## src/verilog/alm_pkg.sv

```systemverilog
// package: register map, field layout and carriers of the ambient light block
package alm_pkg;
  localparam logic [7:0] ALM_PARAM_ADDR    = 8'h84;
  localparam logic [7:0] ALM_RES_HI_ADDR   = 8'h85;
  localparam logic [7:0] ALM_RES_LO_ADDR   = 8'h86;
  localparam int         ALM_CONT_BIT      = 7;
  localparam int         ALM_OFS_BIT       = 3;
  localparam int         ALM_AVG_MSB       = 2;
  localparam logic       ALM_CONT_RST      = 1'h0;
  localparam logic       ALM_OFS_RST       = 1'h1;
  localparam logic [2:0] ALM_AVG_RST       = 3'h5;
  localparam int         ALM_RES_W         = 16;
  localparam int         ALM_AVG_W         = 3;

  // register port request from the two-wire bus engine
  typedef struct packed {
    logic [7:0] addr;
    logic       wr;
    logic       rd;
    logic [7:0] wdata;
  } alm_req_s;

  // answer of one converter run
  typedef struct packed {
    logic                 done;
    logic [ALM_RES_W-1:0] data;
  } alm_conv_s;

  typedef enum logic [1:0] {
    S_IDLE   = 2'b00,
    S_OFFSET = 2'b01,
    S_SAMPLE = 2'b10,
    S_STORE  = 2'b11
  } alm_state_e;
endpackage

```

## src/verilog/alm_accum.sv

```systemverilog
// accumulator that sums conversions and yields the shifted mean
`timescale 1ns/1ns
module alm_accum #(
  parameter int DW = 16,
  parameter int SW = 3
) (
  // clock and reset
  input  wire logic          clk_i,
  input  wire logic          sys_rst_i,
  // control
  input  wire logic          clr_i,
  input  wire logic          add_i,
  input  wire logic [DW-1:0] data_i,
  input  wire logic [SW-1:0] shift_i,
  // mean of what was summed
  output logic      [DW-1:0] mean_o
);
  localparam int AW = DW + (1 << SW) - 1;

  logic [AW-1:0] acc_r;
  logic [AW-1:0] acc_nxt;
  logic [AW-1:0] shifted;

  // clear wins so a new run never inherits old sums
  always_comb
  begin
    acc_nxt = acc_r;
    if (clr_i)
      acc_nxt = '0;
    else if (add_i)
      acc_nxt = acc_r + AW'(data_i);
  end

  always_ff @(posedge clk_i)
  begin
    if (sys_rst_i)
      acc_r <= '0;
    else
      acc_r <= acc_nxt;
  end

  // mean of 2^shift samples cannot exceed DW bits
  assign shifted = acc_r >> shift_i;
  assign mean_o  = shifted[DW-1:0];
endmodule

```

## src/verilog/alm_ctrl.sv

```systemverilog
// ambient light measurement control with parameter and result registers
`timescale 1ns/1ns
// Function
// - parameter register sits at byte address 0x84
// - bit 7 enables continuous conversion, reset value 0
// - bit 3 enables automatic offset compensation, reset value 1
// - with compensation, measure offset first and subtract it from result
// - bits 2..0 select 2^n conversions per cycle, reset gives 32
// - stored result is the mean of all conversions of one cycle
// - 16-bit result: upper byte at 0x85, lower byte at 0x86
// - result registers are read-only, writes have no effect
// - data-ready set on new result, cleared by reading either result byte
// - start bit launches one averaged measurement, result stored at end (block uses the als_start_i input, no register bit)
module alm_ctrl #(
  parameter int RES_W = alm_pkg::ALM_RES_W,
  parameter int AVG_W = alm_pkg::ALM_AVG_W
) (
  // clock and reset
  input  wire logic              clk_i,
  input  wire logic              sys_rst_i,
  // register port from the serial bus engine
  input  wire alm_pkg::alm_req_s req_i,
  output logic [7:0]             rdata_o,
  // on-demand start and status
  input  wire logic              als_start_i,
  output logic                   als_data_ready_o,
  output logic                   als_busy_o,
  // converter handshake
  output logic                   conv_start_o,
  output logic                   conv_offset_o,
  input  wire alm_pkg::alm_conv_s conv_i
);
  import alm_pkg::*;

  alm_state_e         state_r;
  alm_state_e         state_nxt;
  logic               cont_r;
  logic               cont_nxt;
  logic               ofs_en_r;
  logic               ofs_en_nxt;
  logic [AVG_W-1:0]   avg_r;
  logic [AVG_W-1:0]   avg_nxt;
  logic [AVG_W-1:0]   avg_lat_r;
  logic [AVG_W-1:0]   avg_lat_nxt;
  logic               ofs_lat_r;
  logic               ofs_lat_nxt;
  logic [RES_W-1:0]   offset_r;
  logic [RES_W-1:0]   offset_nxt;
  logic [RES_W-1:0]   result_r;
  logic [RES_W-1:0]   result_nxt;
  logic [8:0]         cnt_r;
  logic [8:0]         cnt_nxt;
  logic               pend_r;
  logic               pend_nxt;
  logic               ready_r;
  logic               ready_nxt;
  logic [7:0]         rdata_r;
  logic [7:0]         rdata_nxt;
  logic               start_r;
  logic               start_nxt;
  logic               acc_clr;
  logic               acc_add;
  logic [RES_W-1:0]   mean;
  logic               res_read;
  logic [8:0]         target;
  logic               busy_r;
  logic               busy_nxt;
  logic               ofs_run_r;
  logic               ofs_run_nxt;

  // sums the samples of one cycle
  alm_accum #(
    .DW (RES_W),
    .SW (AVG_W)
  ) u_accum (
    .clk_i     (clk_i),
    .sys_rst_i (sys_rst_i),
    .clr_i     (acc_clr),
    .add_i     (acc_add),
    .data_i    (conv_i.data),
    .shift_i   (avg_lat_r),
    .mean_o    (mean)
  );

  assign res_read = req_i.rd && (req_i.addr == ALM_RES_HI_ADDR ||
                                 req_i.addr == ALM_RES_LO_ADDR);
  assign target   = 9'h001 << avg_lat_r;

  // parameter register writes; unused bits are simply not stored
  always_comb
  begin
    cont_nxt   = cont_r;
    ofs_en_nxt = ofs_en_r;
    avg_nxt    = avg_r;
    if (req_i.wr && req_i.addr == ALM_PARAM_ADDR)
    begin
      cont_nxt   = req_i.wdata[ALM_CONT_BIT];
      ofs_en_nxt = req_i.wdata[ALM_OFS_BIT];
      avg_nxt    = req_i.wdata[ALM_AVG_MSB:0];
    end
  end

  // read mux, registered; results ignore writes entirely
  always_comb
  begin
    rdata_nxt = rdata_r;
    if (req_i.rd)
    begin
      case (req_i.addr)
        ALM_PARAM_ADDR:  rdata_nxt = {cont_r, 3'h0, ofs_en_r, avg_r};
        ALM_RES_HI_ADDR: rdata_nxt = result_r[15:8];
        ALM_RES_LO_ADDR: rdata_nxt = result_r[7:0];
        default:         rdata_nxt = 8'h00;
      endcase
    end
  end

  // measurement sequencer: optional offset run, then 2^n samples
  always_comb
  begin
    state_nxt   = state_r;
    avg_lat_nxt = avg_lat_r;
    ofs_lat_nxt = ofs_lat_r;
    offset_nxt  = offset_r;
    result_nxt  = result_r;
    cnt_nxt     = cnt_r;
    pend_nxt    = pend_r;
    start_nxt   = 1'b0;
    acc_clr     = 1'b0;
    acc_add     = 1'b0;
    // set wins over a read in the same cycle
    ready_nxt   = res_read ? 1'b0 : ready_r;
    case (state_r)
      S_IDLE:
      begin
        if (als_start_i || cont_r)
        begin
          avg_lat_nxt = avg_r;
          ofs_lat_nxt = ofs_en_r;
          offset_nxt  = '0;
          cnt_nxt     = 9'h000;
          pend_nxt    = 1'b0;
          acc_clr     = 1'b1;
          state_nxt   = ofs_en_r ? S_OFFSET : S_SAMPLE;
        end
      end
      S_OFFSET, S_SAMPLE:
      begin
        if (!pend_r)
        begin
          start_nxt = 1'b1;
          pend_nxt  = 1'b1;
        end
        else if (conv_i.done)
        begin
          pend_nxt = 1'b0;
          if (state_r == S_OFFSET)
          begin
            offset_nxt = conv_i.data;
            state_nxt  = S_SAMPLE;
          end
          else
          begin
            acc_add = 1'b1;
            cnt_nxt = cnt_r + 9'h001;
            if (cnt_r + 9'h001 == target)
              state_nxt = S_STORE;
          end
        end
      end
      S_STORE:
      begin
        // setting latched at cycle start, so a mid-run write cannot skew it;
        // negative corrected readings clamp to zero
        if (ofs_lat_r && mean > offset_r)
          result_nxt = mean - offset_r;
        else if (ofs_lat_r)
          result_nxt = '0;
        else
          result_nxt = mean;
        ready_nxt  = 1'b1;
        if (cont_r)
        begin
          // restart straight away without a new start command
          avg_lat_nxt = avg_r;
          ofs_lat_nxt = ofs_en_r;
          offset_nxt  = '0;
          cnt_nxt     = 9'h000;
          pend_nxt    = 1'b0;
          acc_clr     = 1'b1;
          state_nxt   = ofs_en_r ? S_OFFSET : S_SAMPLE;
        end
        else
          state_nxt = S_IDLE;
      end
      default: state_nxt = S_IDLE;
    endcase
    // status outputs registered from the next state, same timing as state_r
    busy_nxt    = (state_nxt != S_IDLE);
    ofs_run_nxt = (state_nxt == S_OFFSET);
  end

  // all state registers
  always_ff @(posedge clk_i)
  begin
    if (sys_rst_i)
    begin
      state_r   <= S_IDLE;
      cont_r    <= ALM_CONT_RST;
      ofs_en_r  <= ALM_OFS_RST;
      avg_r     <= ALM_AVG_RST;
      avg_lat_r <= ALM_AVG_RST;
      ofs_lat_r <= ALM_OFS_RST;
      offset_r  <= '0;
      result_r  <= '0;
      cnt_r     <= 9'h000;
      pend_r    <= 1'b0;
      ready_r   <= 1'b0;
      rdata_r   <= 8'h00;
      start_r   <= 1'b0;
      busy_r    <= 1'b0;
      ofs_run_r <= 1'b0;
    end
    else
    begin
      state_r   <= state_nxt;
      cont_r    <= cont_nxt;
      ofs_en_r  <= ofs_en_nxt;
      avg_r     <= avg_nxt;
      avg_lat_r <= avg_lat_nxt;
      ofs_lat_r <= ofs_lat_nxt;
      offset_r  <= offset_nxt;
      result_r  <= result_nxt;
      cnt_r     <= cnt_nxt;
      pend_r    <= pend_nxt;
      ready_r   <= ready_nxt;
      rdata_r   <= rdata_nxt;
      start_r   <= start_nxt;
      busy_r    <= busy_nxt;
      ofs_run_r <= ofs_run_nxt;
    end
  end

  // outputs straight from flops
  assign rdata_o          = rdata_r;
  assign als_data_ready_o = ready_r;
  assign conv_start_o     = start_r;
  assign conv_offset_o    = ofs_run_r;
  assign als_busy_o       = busy_r;

  param_write_a: assert property (@(posedge clk_i)
    disable iff (sys_rst_i)
    (req_i.wr && req_i.addr == ALM_PARAM_ADDR)
      |=> cont_r == $past(req_i.wdata[ALM_CONT_BIT]))
    else $error("parameter write not taken");
  reset_vals_a: assert property (@(posedge clk_i)
    sys_rst_i |=> (cont_r == ALM_CONT_RST && ofs_en_r == ALM_OFS_RST &&
                   avg_r == ALM_AVG_RST))
    else $error("parameter reset value wrong");
  unused_zero_a: assert property (@(posedge clk_i)
    disable iff (sys_rst_i)
    (req_i.rd && req_i.addr == ALM_PARAM_ADDR) |=> rdata_o[6:4] == 3'h0)
    else $error("unused bits not zero");
  offset_first_a: assert property (@(posedge clk_i)
    disable iff (sys_rst_i)
    (state_r == S_IDLE && state_nxt != S_IDLE && ofs_en_r)
      |=> state_r == S_OFFSET)
    else $error("offset not measured first");
  sample_count_a: assert property (@(posedge clk_i)
    disable iff (sys_rst_i)
    (state_r == S_STORE) |-> cnt_r == (9'h001 << avg_lat_r))
    else $error("wrong number of conversions");
  result_ro_a: assert property (@(posedge clk_i)
    disable iff (sys_rst_i)
    (req_i.wr && state_r != S_STORE) |=> $stable(result_r))
    else $error("result changed by write");
  ready_set_a: assert property (@(posedge clk_i)
    disable iff (sys_rst_i)
    (state_r == S_STORE) |=> als_data_ready_o)
    else $error("data ready not set");
  ready_clr_a: assert property (@(posedge clk_i)
    disable iff (sys_rst_i)
    (res_read && state_r != S_STORE) |=> !als_data_ready_o)
    else $error("data ready not cleared");
  start_go_a: assert property (@(posedge clk_i)
    disable iff (sys_rst_i)
    (state_r == S_IDLE && als_start_i) |=> als_busy_o ##1 conv_start_o)
    else $error("start not honoured");
  cont_run_a: assert property (@(posedge clk_i)
    disable iff (sys_rst_i)
    (state_r == S_STORE && cont_r) |=> state_r != S_IDLE)
    else $error("continuous mode stopped");
endmodule

```

## config.mk

```make
export PLATFORM = sky130hd
export DESIGN_NAME = alm_ctrl
export DESIGN_NICKNAME = d
export VERILOG_FILES = /design/src/verilog/alm_pkg.sv /design/src/verilog/alm_accum.sv /design/src/verilog/alm_ctrl.sv
export SDC_FILE = /design/constraint.sdc
export NUM_CORES = 1
export LEC_CHECK = 0
export ABC_CLOCK_PERIOD_IN_PS = 4250
export BUFFER_PORTS_ARGS = -buffer_cell sky130_fd_sc_hd__buf_2
export CAP_MARGIN = 40
export CORE_UTILIZATION = 45
export CTS_CLUSTER_SIZE = 25
export DETAILED_ROUTE_END_ITERATION = 16
export PLACE_DENSITY = 0.72
export SYNTH_ARGS = -nofsm -noshare
export SYNTH_HDL_FRONTEND = slang
export SYNTH_SLANG_ARGS = --single-unit
```

## constraint.sdc

```tcl
create_clock -name clk_i -period 4.25 [get_ports clk_i]
set_clock_uncertainty 0.2 [all_clocks]
set_input_delay 0.85 -clock clk_i [delete_from_list [all_inputs] [get_ports clk_i]]
set_output_delay 0.85 -clock clk_i [all_outputs]
set_load 0.05 [all_outputs]
```

Word level (Yosys, flattened, before mapping)
Cells that the tools add are included.
W data, S select, Z words.
{"block": "totals", "ff_bits": 88, "inputBits": 38, "wordCells": 97}
{"block": "op_classes", "add_sub_neg": 3, "magnitude_cmp": 1, "n_eq_ne": 14, "n_shift": 2, "muxes": 44, "n_bitwise": 1, "n_reduce_logical": 16}
{"operator": "$mux W16", "count": 7}
{"operator": "$pmux W16 S3", "count": 1}
{"operator": "$mux W9", "count": 5}
{"operator": "$pmux W9 S3", "count": 1}
{"operator": "$eq A8 B8 Y1 const B", "count": 3}
{"operator": "$pmux W8 S3", "count": 1}
{"operator": "$add A23 B16 Y23", "count": 1}
{"operator": "$shr A23 B3 Y16", "count": 1}
{"operator": "$gt A16 B16 Y1", "count": 1}
{"operator": "$sub A16 B16 Y16", "count": 1}
{"operator": "$mux W1", "count": 15}
{"operator": "$mux W2", "count": 7}
{"operator": "$ne A2 B2 Y1 const B", "count": 6}
{"operator": "$reduce_and A5 Y1", "count": 2}
{"operator": "$add A9 B1 Y9 const B", "count": 1}
{"operator": "$eq A9 B9 Y1", "count": 1}
{"operator": "$shl A1 B3 Y9 const A", "count": 1}
{"operator": "$mux W3", "count": 2}
{"operator": "$pmux W2 S3", "count": 1}
{"operator": "$pmux W3 S2", "count": 1}
{"operator": "$reduce_bool A2 Y1", "count": 3}
{"operator": "$reduce_or A2 Y1", "count": 3}
{"operator": "$eq A2 B1 Y1 const B", "count": 2}
{"operator": "$eq A2 B2 Y1 const B", "count": 2}
{"operator": "other kinds (8)", "count": 12}

Depth between registers and ports, before layout
Gate-level depths: netlist of run 1.
{"block": "depth", "word_depth": 8, "ltp_mapped": 17, "ltp_nobuf": 13}

Cells and area by module
A second synthesis of run 1 with hierarchy kept.
{"block": "hier_totals", "cells_unflattened": 851, "area_unflattened_um2": 6448.7}
{"mod": "alm_ctrl", "instances": 1, "cells_per_inst": 529, "area_per_inst_um2": 4052.6, "seq_area_each_um2": 1301.2}
{"mod": "alm_accum", "instances": 1, "cells_per_inst": 322, "area_per_inst_um2": 2396.0, "seq_area_each_um2": 460.4}

Worst setup path before layout of run 1
Ideal clock, no wire load.
{"block": "synth_timing", "path_type": "register to register", "from": "register avg_lat_r[0]", "to": "register result_r[14]", "setup_time_ps": 86, "arrival_time_ps": 3299, "required_time_ps": 3964, "slack_ps": 665, "path_stages_with_launch": 17, "n_path_buf": 3, "synth_period_minus_slack_ps": 3585, "cell_sequence": "dfxtp_1 -> buf_2 -> inv_1 -> buf_1 -> mux2i_1 -> nand2_1 -> o21a_1 -> ha_1 -> fa_1 -> nand2b_1 -> a21oi_1 -> o211ai_1 -> a21oi_1 -> o41a_1 -> buf_2 -> nand2_1 -> a211oi_1"}
{"block": "synth_via", "elab_chain_cells": 4, "word_cells_on_any_way": 6, "classes_between": "1 x add/sub; 1 x order compare; 1 x shift; 2 x mux; 1 x reduce/logical"}
{"item": "start: declaration", "line_no": "alm_ctrl.sv:43", "source": "logic [AVG_W-1:0] avg_lat_r;"}
{"item": "start signal: assignment", "line_no": "alm_ctrl.sv:230", "source": "avg_lat_r <= avg_lat_nxt;"}
{"item": "$shr A23 B3 Y16 *", "line_no": "alm_accum.sv:43", "source": "assign shifted = acc_r >> shift_i;"}
{"item": "$gt A16 B16 Y1", "line_no": "alm_ctrl.sv:175", "source": "if (ofs_lat_r && mean > offset_r)"}
{"item": "$logic_and A1 B1 Y1", "line_no": "alm_ctrl.sv:175"}
{"item": "$mux W16 *", "line_no": "alm_ctrl.sv:175"}
{"item": "end signal: assignment", "line_no": "alm_ctrl.sv:233", "source": "result_r <= result_nxt;"}
{"item": "end: declaration", "line_no": "alm_ctrl.sv:49", "source": "logic [RES_W-1:0] result_r;"}
Mark *: on every way between the ends. The rest lies on a longest branch, timed or not.
A chain may end at the register's enable or synchronous reset.

Worst setup path after layout of run 1
{"block": "layout_timing", "from": "register avg_lat_r[1]", "to": "register result_r[13]"}
The elaborated chain is that of the path after synthesis.

==> reports/qor.txt, run 1 <==
outcome = finished clean
CTS max path bufs = 2
Initial Util = 46.23%
Critical Path, Cell by Cell = buf_4 -> mux2_2 -> nor2_1 -> nor3_1 -> a21oi_1 -> inv_1 -> ha_1 -> nor2b_1 -> o31a_1 -> o31ai_1 -> a31oi_1 -> nor4bb_1 -> nor4_1 -> nor4_1
global-route wire length before repair = 27440 microns
DR WL/cell = 15.39 microns
Root Buffer = clkbuf_16
WP data required = 4.31 ns
Post-Route WL = 16380 microns
HP Class = register to register
met1 Track Usage GR = 31.00%
CTS Buf Count = 9
hold path cells = 2
Die H = 121.4 microns
CTS Hold Bufs = 0
Synth Cell Area = 6417 sq um
Post-Layout Cell Count = 1064
Synth top cells by count = nand2_1 (104), a21oi_1 (101), dfxtp_1 (88), nor2_1 (85), nand3_1 (40)
post-route design area = 7093 sq um
net switching power = 2.227 mW
critical path arrival = 3.94 ns
drt first pass iters = 5
layout cells sized above 1 = 11.88%
post-synth top area share = 27.45%
HPWL after DPL = 12280 microns
peak supply drop = 0.5766 mV
slowest CP cell = mux2_2
Clk Latency, worst-skew pair = 0.36 ns
post-synthesis sequential area ratio = 27.45%
GRT Total Usage = 23.42%
Avg Synthesized Cell Area = 7.515 sq um
Setup crit start kind = register
ant diodes = 0
pwr/cell area = 668.8 nW/um^2
worst slack at placement = 0.2818 ns
power share of the clock group = 17.1%
Net Sw Frac = 46.95%
Worst slew margin = 44.65%
Comb pwr share = 59.9%
placed insts = 1049
Routability Congestion = 0.9350
Slew @ Worst Pin = 0.8233 ns
Yosys reg bits = 88
area delta synth->final = 10.53%
Leak = 2.853 nW
Worst setup EP type = register
vias in the first global route = 5662
Crit path top cell by count = nor4_1
register share of total power = 23.0%
CTS tree = done
Nets = 958
fmax = 258.3 MHz
placed inst area = 6794 sq um
largest net degree at the start of global routing = 41
RSZ-0062 raised after global routing = false
final setup violating endpoints = 0
number of synthesized flops with an enable pin = 0
setup_tns = 0 ns
max cap viols = 0
initial antenna violation count = 0
DIE AREA = 14740 sq um
FFs w/ async S/R, synth = 0%
Netlist cell types = 64
final worst slack = 0.3780 ns
global routing usage on met3 = 5.263%
CORE AREA = 13880 sq um
CTS H-tree depth = 3
# port buffers = 46
Remaining DRCs = 0
Yosys warnings = 0
max-slew violation count = 0
Core Rows = 43
WHS = 0.2519 ns
ANT nets after route = 0
met2 GRT Util = 38.53%
Tot Pwr = 4.744 mW
Main synth FF type = dfxtp_1
DIE WIDTH = 121.4 microns
Reg2Reg Depth = 14
layer with the highest usage = met2
P_int = 2.517 mW
First DRT Iteration DRCs = 491
io pins = 50
cell taking the most area after synthesis = dfxtp_1
main area contributors after synthesis = dfxtp_1 (27%), a21oi_1 (7.9%), ha_1 (7.4%), nand2_1 (6.1%), nor2_1 (5.0%)
maximum fanout along the worst path = 22
final core utilization = 51.10%
Overflow after GRT = 0
Clock transition at path regs = 0.07 ns
clock sinks = 88
hold violation total from the final report = 0
Via density = 5.764
CP max stage delay = 0.39 ns
most frequent cell after synthesis = nand2_1
min Tclk post-route = 3.872 ns
Post-Syn Nets = 932
Synth Instances = 854
via count = 6133
kind of critical path = register to register
period utilization = 91.11%
[final cells by class]
cell class | instances | area (sq um)
Clock buffer | 10 | 239.0
Clock inverter | 5 | 57.56
Fill cell | 1425 | 6788
Inverter | 37 | 138.9
Multi-Input combinational cell | 685 | 4342
Sequential cell | 88 | 1763
Tap cell | 180 | 225.2
Timing Repair Buffer | 59 | 327.8
[flip-flops by register name (all words and copies together), names as in the netlist]
signal,cells
u_accum.acc_r,23
conv_offset_o,1
cnt_r,9
offset_r,16
pend_r,1
avg_lat_r,3
ofs_en_r,1
conv_start_o,1
state_r,2
als_busy_o,1
result_r,16
ofs_lat_r,1
als_data_ready_o,1
cont_r,1
rdata_o,8
avg_r,3
[layout by cell type (no fill, tap or decap), types with 6 or more instances in the layout]
cell | synthesis | layout
a21oi_1 | 101 | 101
xor2_1 | 10 | 10
mux2_2 | 12 | 12
ha_1 | 38 | 38
or3_1 | 9 | 9
nor2_1 | 85 | 85
inv_1 | 37 | 37
dfxtp_1 | 88 | 87
buf_2 | 10 | 46
nand2b_1 | 15 | 15
nor2b_1 | 17 | 17
mux2i_1 | 31 | 31
o21a_1 | 9 | 9
a21o_1 | 10 | 10
and2_1 | 6 | 6
nand2_1 | 104 | 104
clkbuf_16 | 0 | 9
o21ai_0 | 39 | 39
nand3_1 | 40 | 40
nor3_1 | 23 | 22
nand4_1 | 6 | 6
o211ai_1 | 10 | 10
buf_4 | 1 | 13
a31oi_1 | 8 | 8
a211oi_1 | 15 | 15
xnor2_1 | 14 | 14
[power groups by stage]
stage / logic [mW] / clock network, mW / registers (mW)
floorplan: 2.18 / 0 / 1.08
global placement: 2.74 / 0 / 1.10
detailed placement: 2.78 / 0 / 1.11
CTS: 2.80 / 0.828 / 1.09
global route: 3.20 / 0.859 / 1.11
finish: 2.84 / 0.812 / 1.09
[worst max-delay path: cells and delay by family (launching register included)]
family          cells  cell delay [ns]
flops               1             0.35
compound gates      4             1.16
fa+ha+maj           1             0.31
buf+inv             2             0.41
simple gates        6             0.97
mux                 1             0.39
[logic make-up after synthesis]
kind of cell / synth area share, %
compound gates: 23.10
xor+xnor: 3.275
fa+ha+maj: 8.033
buf+inv: 4.991
flops: 27.45
mux: 7.994
simple gates: 25.15
[timing repair]
action                                  4_1_cts  5_1_grt
buffers inserted                              0        0
endpoints found under the setup margin        0       15
gates resized for setup                       0        2
endpoints found under the hold margin         0        0
[final timing paths]
path                                   start           end  slack, ns
worst min register to register   offset_r[6]   offset_r[6]       0.25
worst min-delay path             offset_r[6]   offset_r[6]       0.25
worst max register to register  avg_lat_r[1]  result_r[13]       0.38
worst max-delay path            avg_lat_r[1]  result_r[13]       0.38
[layer usage]
metal | wire length [microns] | up-vias
li1 | - | 3123
met2 | 7732 | 136
met1 | 7671 | 2859
met3 | 796 | 15
met5 | 0 | -
met4 | 174 | 0
Power figures use the tool's default switching activity.
==> run 2: changes to the inputs <==
==> constraint.sdc (replaced) <==
create_clock -name clk_i -period 4.25 [get_ports clk_i]
set_clock_uncertainty 0.2 [all_clocks]
set_input_delay 0.6375 -clock clk_i [delete_from_list [all_inputs] [get_ports clk_i]]
set_output_delay 0.6375 -clock clk_i [all_outputs]
set_load 0.05 [all_outputs]
==> run 2 against run 1 <==
Against the previous run: non-clock buffer count grew 1; worst hold slack is essentially flat; sequential cell count is the same; critical path depth is the same; clock power grew 16%; die area is the same; sequential share of layout area shrank 0.20 points; routed wire length shrank 1.4%; fmax grew 0.10%; highest routed layer unchanged.
==> reports/qor.txt, run 2 (synthesis results as in run 1) <==
maximum fanout along the worst path = 21 (was 22)
via count = 6119 (was 6133)
Leak = 2.890 nW (was 2.853 nW)
setup_tns = 0 ns (unchanged)
Clock transition at path regs = 0.07 ns (about the same)
vias in the first global route = 5556 (was 5662)
final setup violating endpoints = 0 (unchanged)
Nets = 959 (was 958)
Worst slew margin = 48.33% (was 44.65%)
Die H = 121.4 microns (unchanged)
outcome = finished clean (unchanged)
Setup crit start kind = register (unchanged)
Biggest register = u_accum.acc_r (unchanged)
Slew @ Worst Pin = 0.7722 ns (was 0.8233 ns)
initial antenna violation count = 0 (unchanged)
Critical Path, Cell by Cell = buf_4 -> mux2_2 -> nor2_1 -> nor3_1 -> a21oi_1 -> inv_1 -> ha_1 -> nor2b_1 -> o31a_1 -> o31ai_1 -> a31oi_1 -> nor4bb_1 -> nor4_1 -> nor4_1 (unchanged)
GRT Total Usage = 23.00% (was 23.42%)
ANT nets after route = 0 (unchanged)
DR WL/cell = 15.15 microns (was 15.39 microns)
Routability Congestion = 0.9234 (was 0.9350)
Worst setup EP type = register (unchanged)
worst slack at placement = 0.3094 ns (was 0.2818 ns)
CTS Buf Count = 9 (unchanged)
area delta synth->final = 11.43% (was 10.53%)
WP data required = 4.31 ns (about the same)
Post-CTS Setup Bufs = 0 (unchanged)
critical path arrival = 3.93 ns (was 3.94 ns)
leading cell type in the layout, fill and taps excluded = nand2_1 (unchanged)
Clk Latency, worst-skew pair = 0.36 ns (about the same)
min Tclk post-route = 3.868 ns (was 3.872 ns)
First DRT Iteration DRCs = 388 (was 491)
Core Rows = 43 (unchanged)
CTS max path bufs = 2 (unchanged)
biggest regs = u_accum.acc_r (23), offset_r (16), result_r (16) (unchanged)
RSZ-0062 raised after global routing = false (unchanged)
DIE AREA = 14740 sq um (unchanged)
drt first pass iters = 4 (was 5)
pwr/cell area = 676.4 nW/um^2 (was 668.8 nW/um^2)
max reg flops = 23 (unchanged)
CP max stage delay = 0.38 ns (was 0.39 ns)
max cap viols = 0 (unchanged)
max-slew violation count = 0 (unchanged)
Tot Pwr = 4.836 mW (was 4.744 mW)
Initial Util = 46.23% (unchanged)
# port buffers = 46 (unchanged)
Post-Route WL = 16150 microns (was 16380 microns)
CTS H-tree depth = 3 (unchanged)
clock sinks = 88 (unchanged)
io pins = 50 (unchanged)
most frequent cells in the layout = nand2_1 (104), a21oi_1 (101), dfxtp_1 (87) (unchanged)
HP Class = register to register (unchanged)
slowest CP cell = mux2_2 (unchanged)
layout cells sized above 1 = 11.96% (was 11.88%)
global-route wire length before repair = 26850 microns (was 27440 microns)
Remaining DRCs = 0 (unchanged)
kind of critical path = register to register (unchanged)
DIE WIDTH = 121.4 microns (unchanged)
Overflow after GRT = 0 (unchanged)
post-route design area = 7151 sq um (was 7093 sq um)
fmax = 258.5 MHz (was 258.3 MHz)
Root Buffer = clkbuf_16 (unchanged)
placed inst area = 6802 sq um (was 6794 sq um)
hold violation total from the final report = 0 (unchanged)
Via density = 5.740 (was 5.764)
Worst Path Buf+Inv = 2 (unchanged)
ant diodes = 0 (unchanged)
Crit path top cell by count = nor4_1 (unchanged)
peak supply drop = 0.4687 mV (was 0.5766 mV)
CTS tree = done (unchanged)
final worst slack = 0.3820 ns (was 0.3780 ns)
CORE AREA = 13880 sq um (unchanged)
Crit path max-delay family = compound AO/OA/AOI/OAI gates (unchanged)
largest net degree at the start of global routing = 37 (was 41)
period utilization = 91.01% (was 91.11%)
final core utilization = 51.51% (was 51.10%)
HPWL after DPL = 11990 microns (was 12280 microns)
[run 2: cell types whose count changed in the layout (fill, tap and decap cells not counted), sizes merged]
cell and change:
buf +1, bufinv +2, clkbuf +1, clkinv +1, clkinvlp -3
[run 2: area by class of cell]
cell class | count | area, sq um
clock inverters | 5 | 103.9
fillers | 1397 | 6730
multi-input cells | 685 | 4342
well taps | 180 | 225.2
clock buffers | 11 | 242.7
repair buffers | 60 | 335.3
flip-flops and latches | 88 | 1763
inverters | 37 | 138.9
[run 2: routing by layer]
metal / track usage (%) / wire (microns) / share of wire (%) / vias to the layer above
met5: 0 / 0 / 0 / -
met1: 30.38 / 7748 / 48 / 2858
li1: - / - / - / 3111
met3: 4.840 / 711 / 4.4 / 24
met4: 6.250 / 270 / 1.7 / 0
met2: 37.64 / 7423 / 46 / 126
[run 2: stage by stage]
| step | hold WS (ns) | instances |
|---|---|---|
| after global routing | 0.2774 | 1066 |
| after detailed placement | 0.2446 | 1050 |
| after floorplan | 0.2319 | 854 |
| after CTS | 0.2532 | 1066 |
| after global placement | 0.2425 | 1049 |
| final | 0.2516 | 1066 |
[run 2: repair_timing]
item | in CTS | in global routing
gates resized for setup | 0 | 2
hold buffers | 0 | 0
endpoints found under the setup margin | 0 | 15
[run 2: tightest hold or removal path, cell delays in order, from the launching register on]
cell and delay, ns:
dfxtp_1 0.31, nand2_1 0.05, a21oi_1 0.05
[run 2: power by group]
group / switching, mW / internal (mW) / leakage (nW) / total, mW
logic: 1.71 / 1.11 / 2.01 / 2.82
registers: 0.125 / 0.950 / 0.712 / 1.07
clock network: 0.351 / 0.591 / 0.170 / 0.942
total: 2.19 / 2.65 / 2.89 / 4.84
[run 2: worst paths after layout]
kind | start | to | slack (ns) | depth (start not counted)
hold reg to reg | offset_r[15] | offset_r[15] | 0.25 | 2
setup reg to reg | avg_lat_r[1] | result_r[13] | 0.38 | 14
setup / recovery | avg_lat_r[1] | result_r[13] | 0.38 | 14
hold / removal | offset_r[15] | offset_r[15] | 0.25 | 2
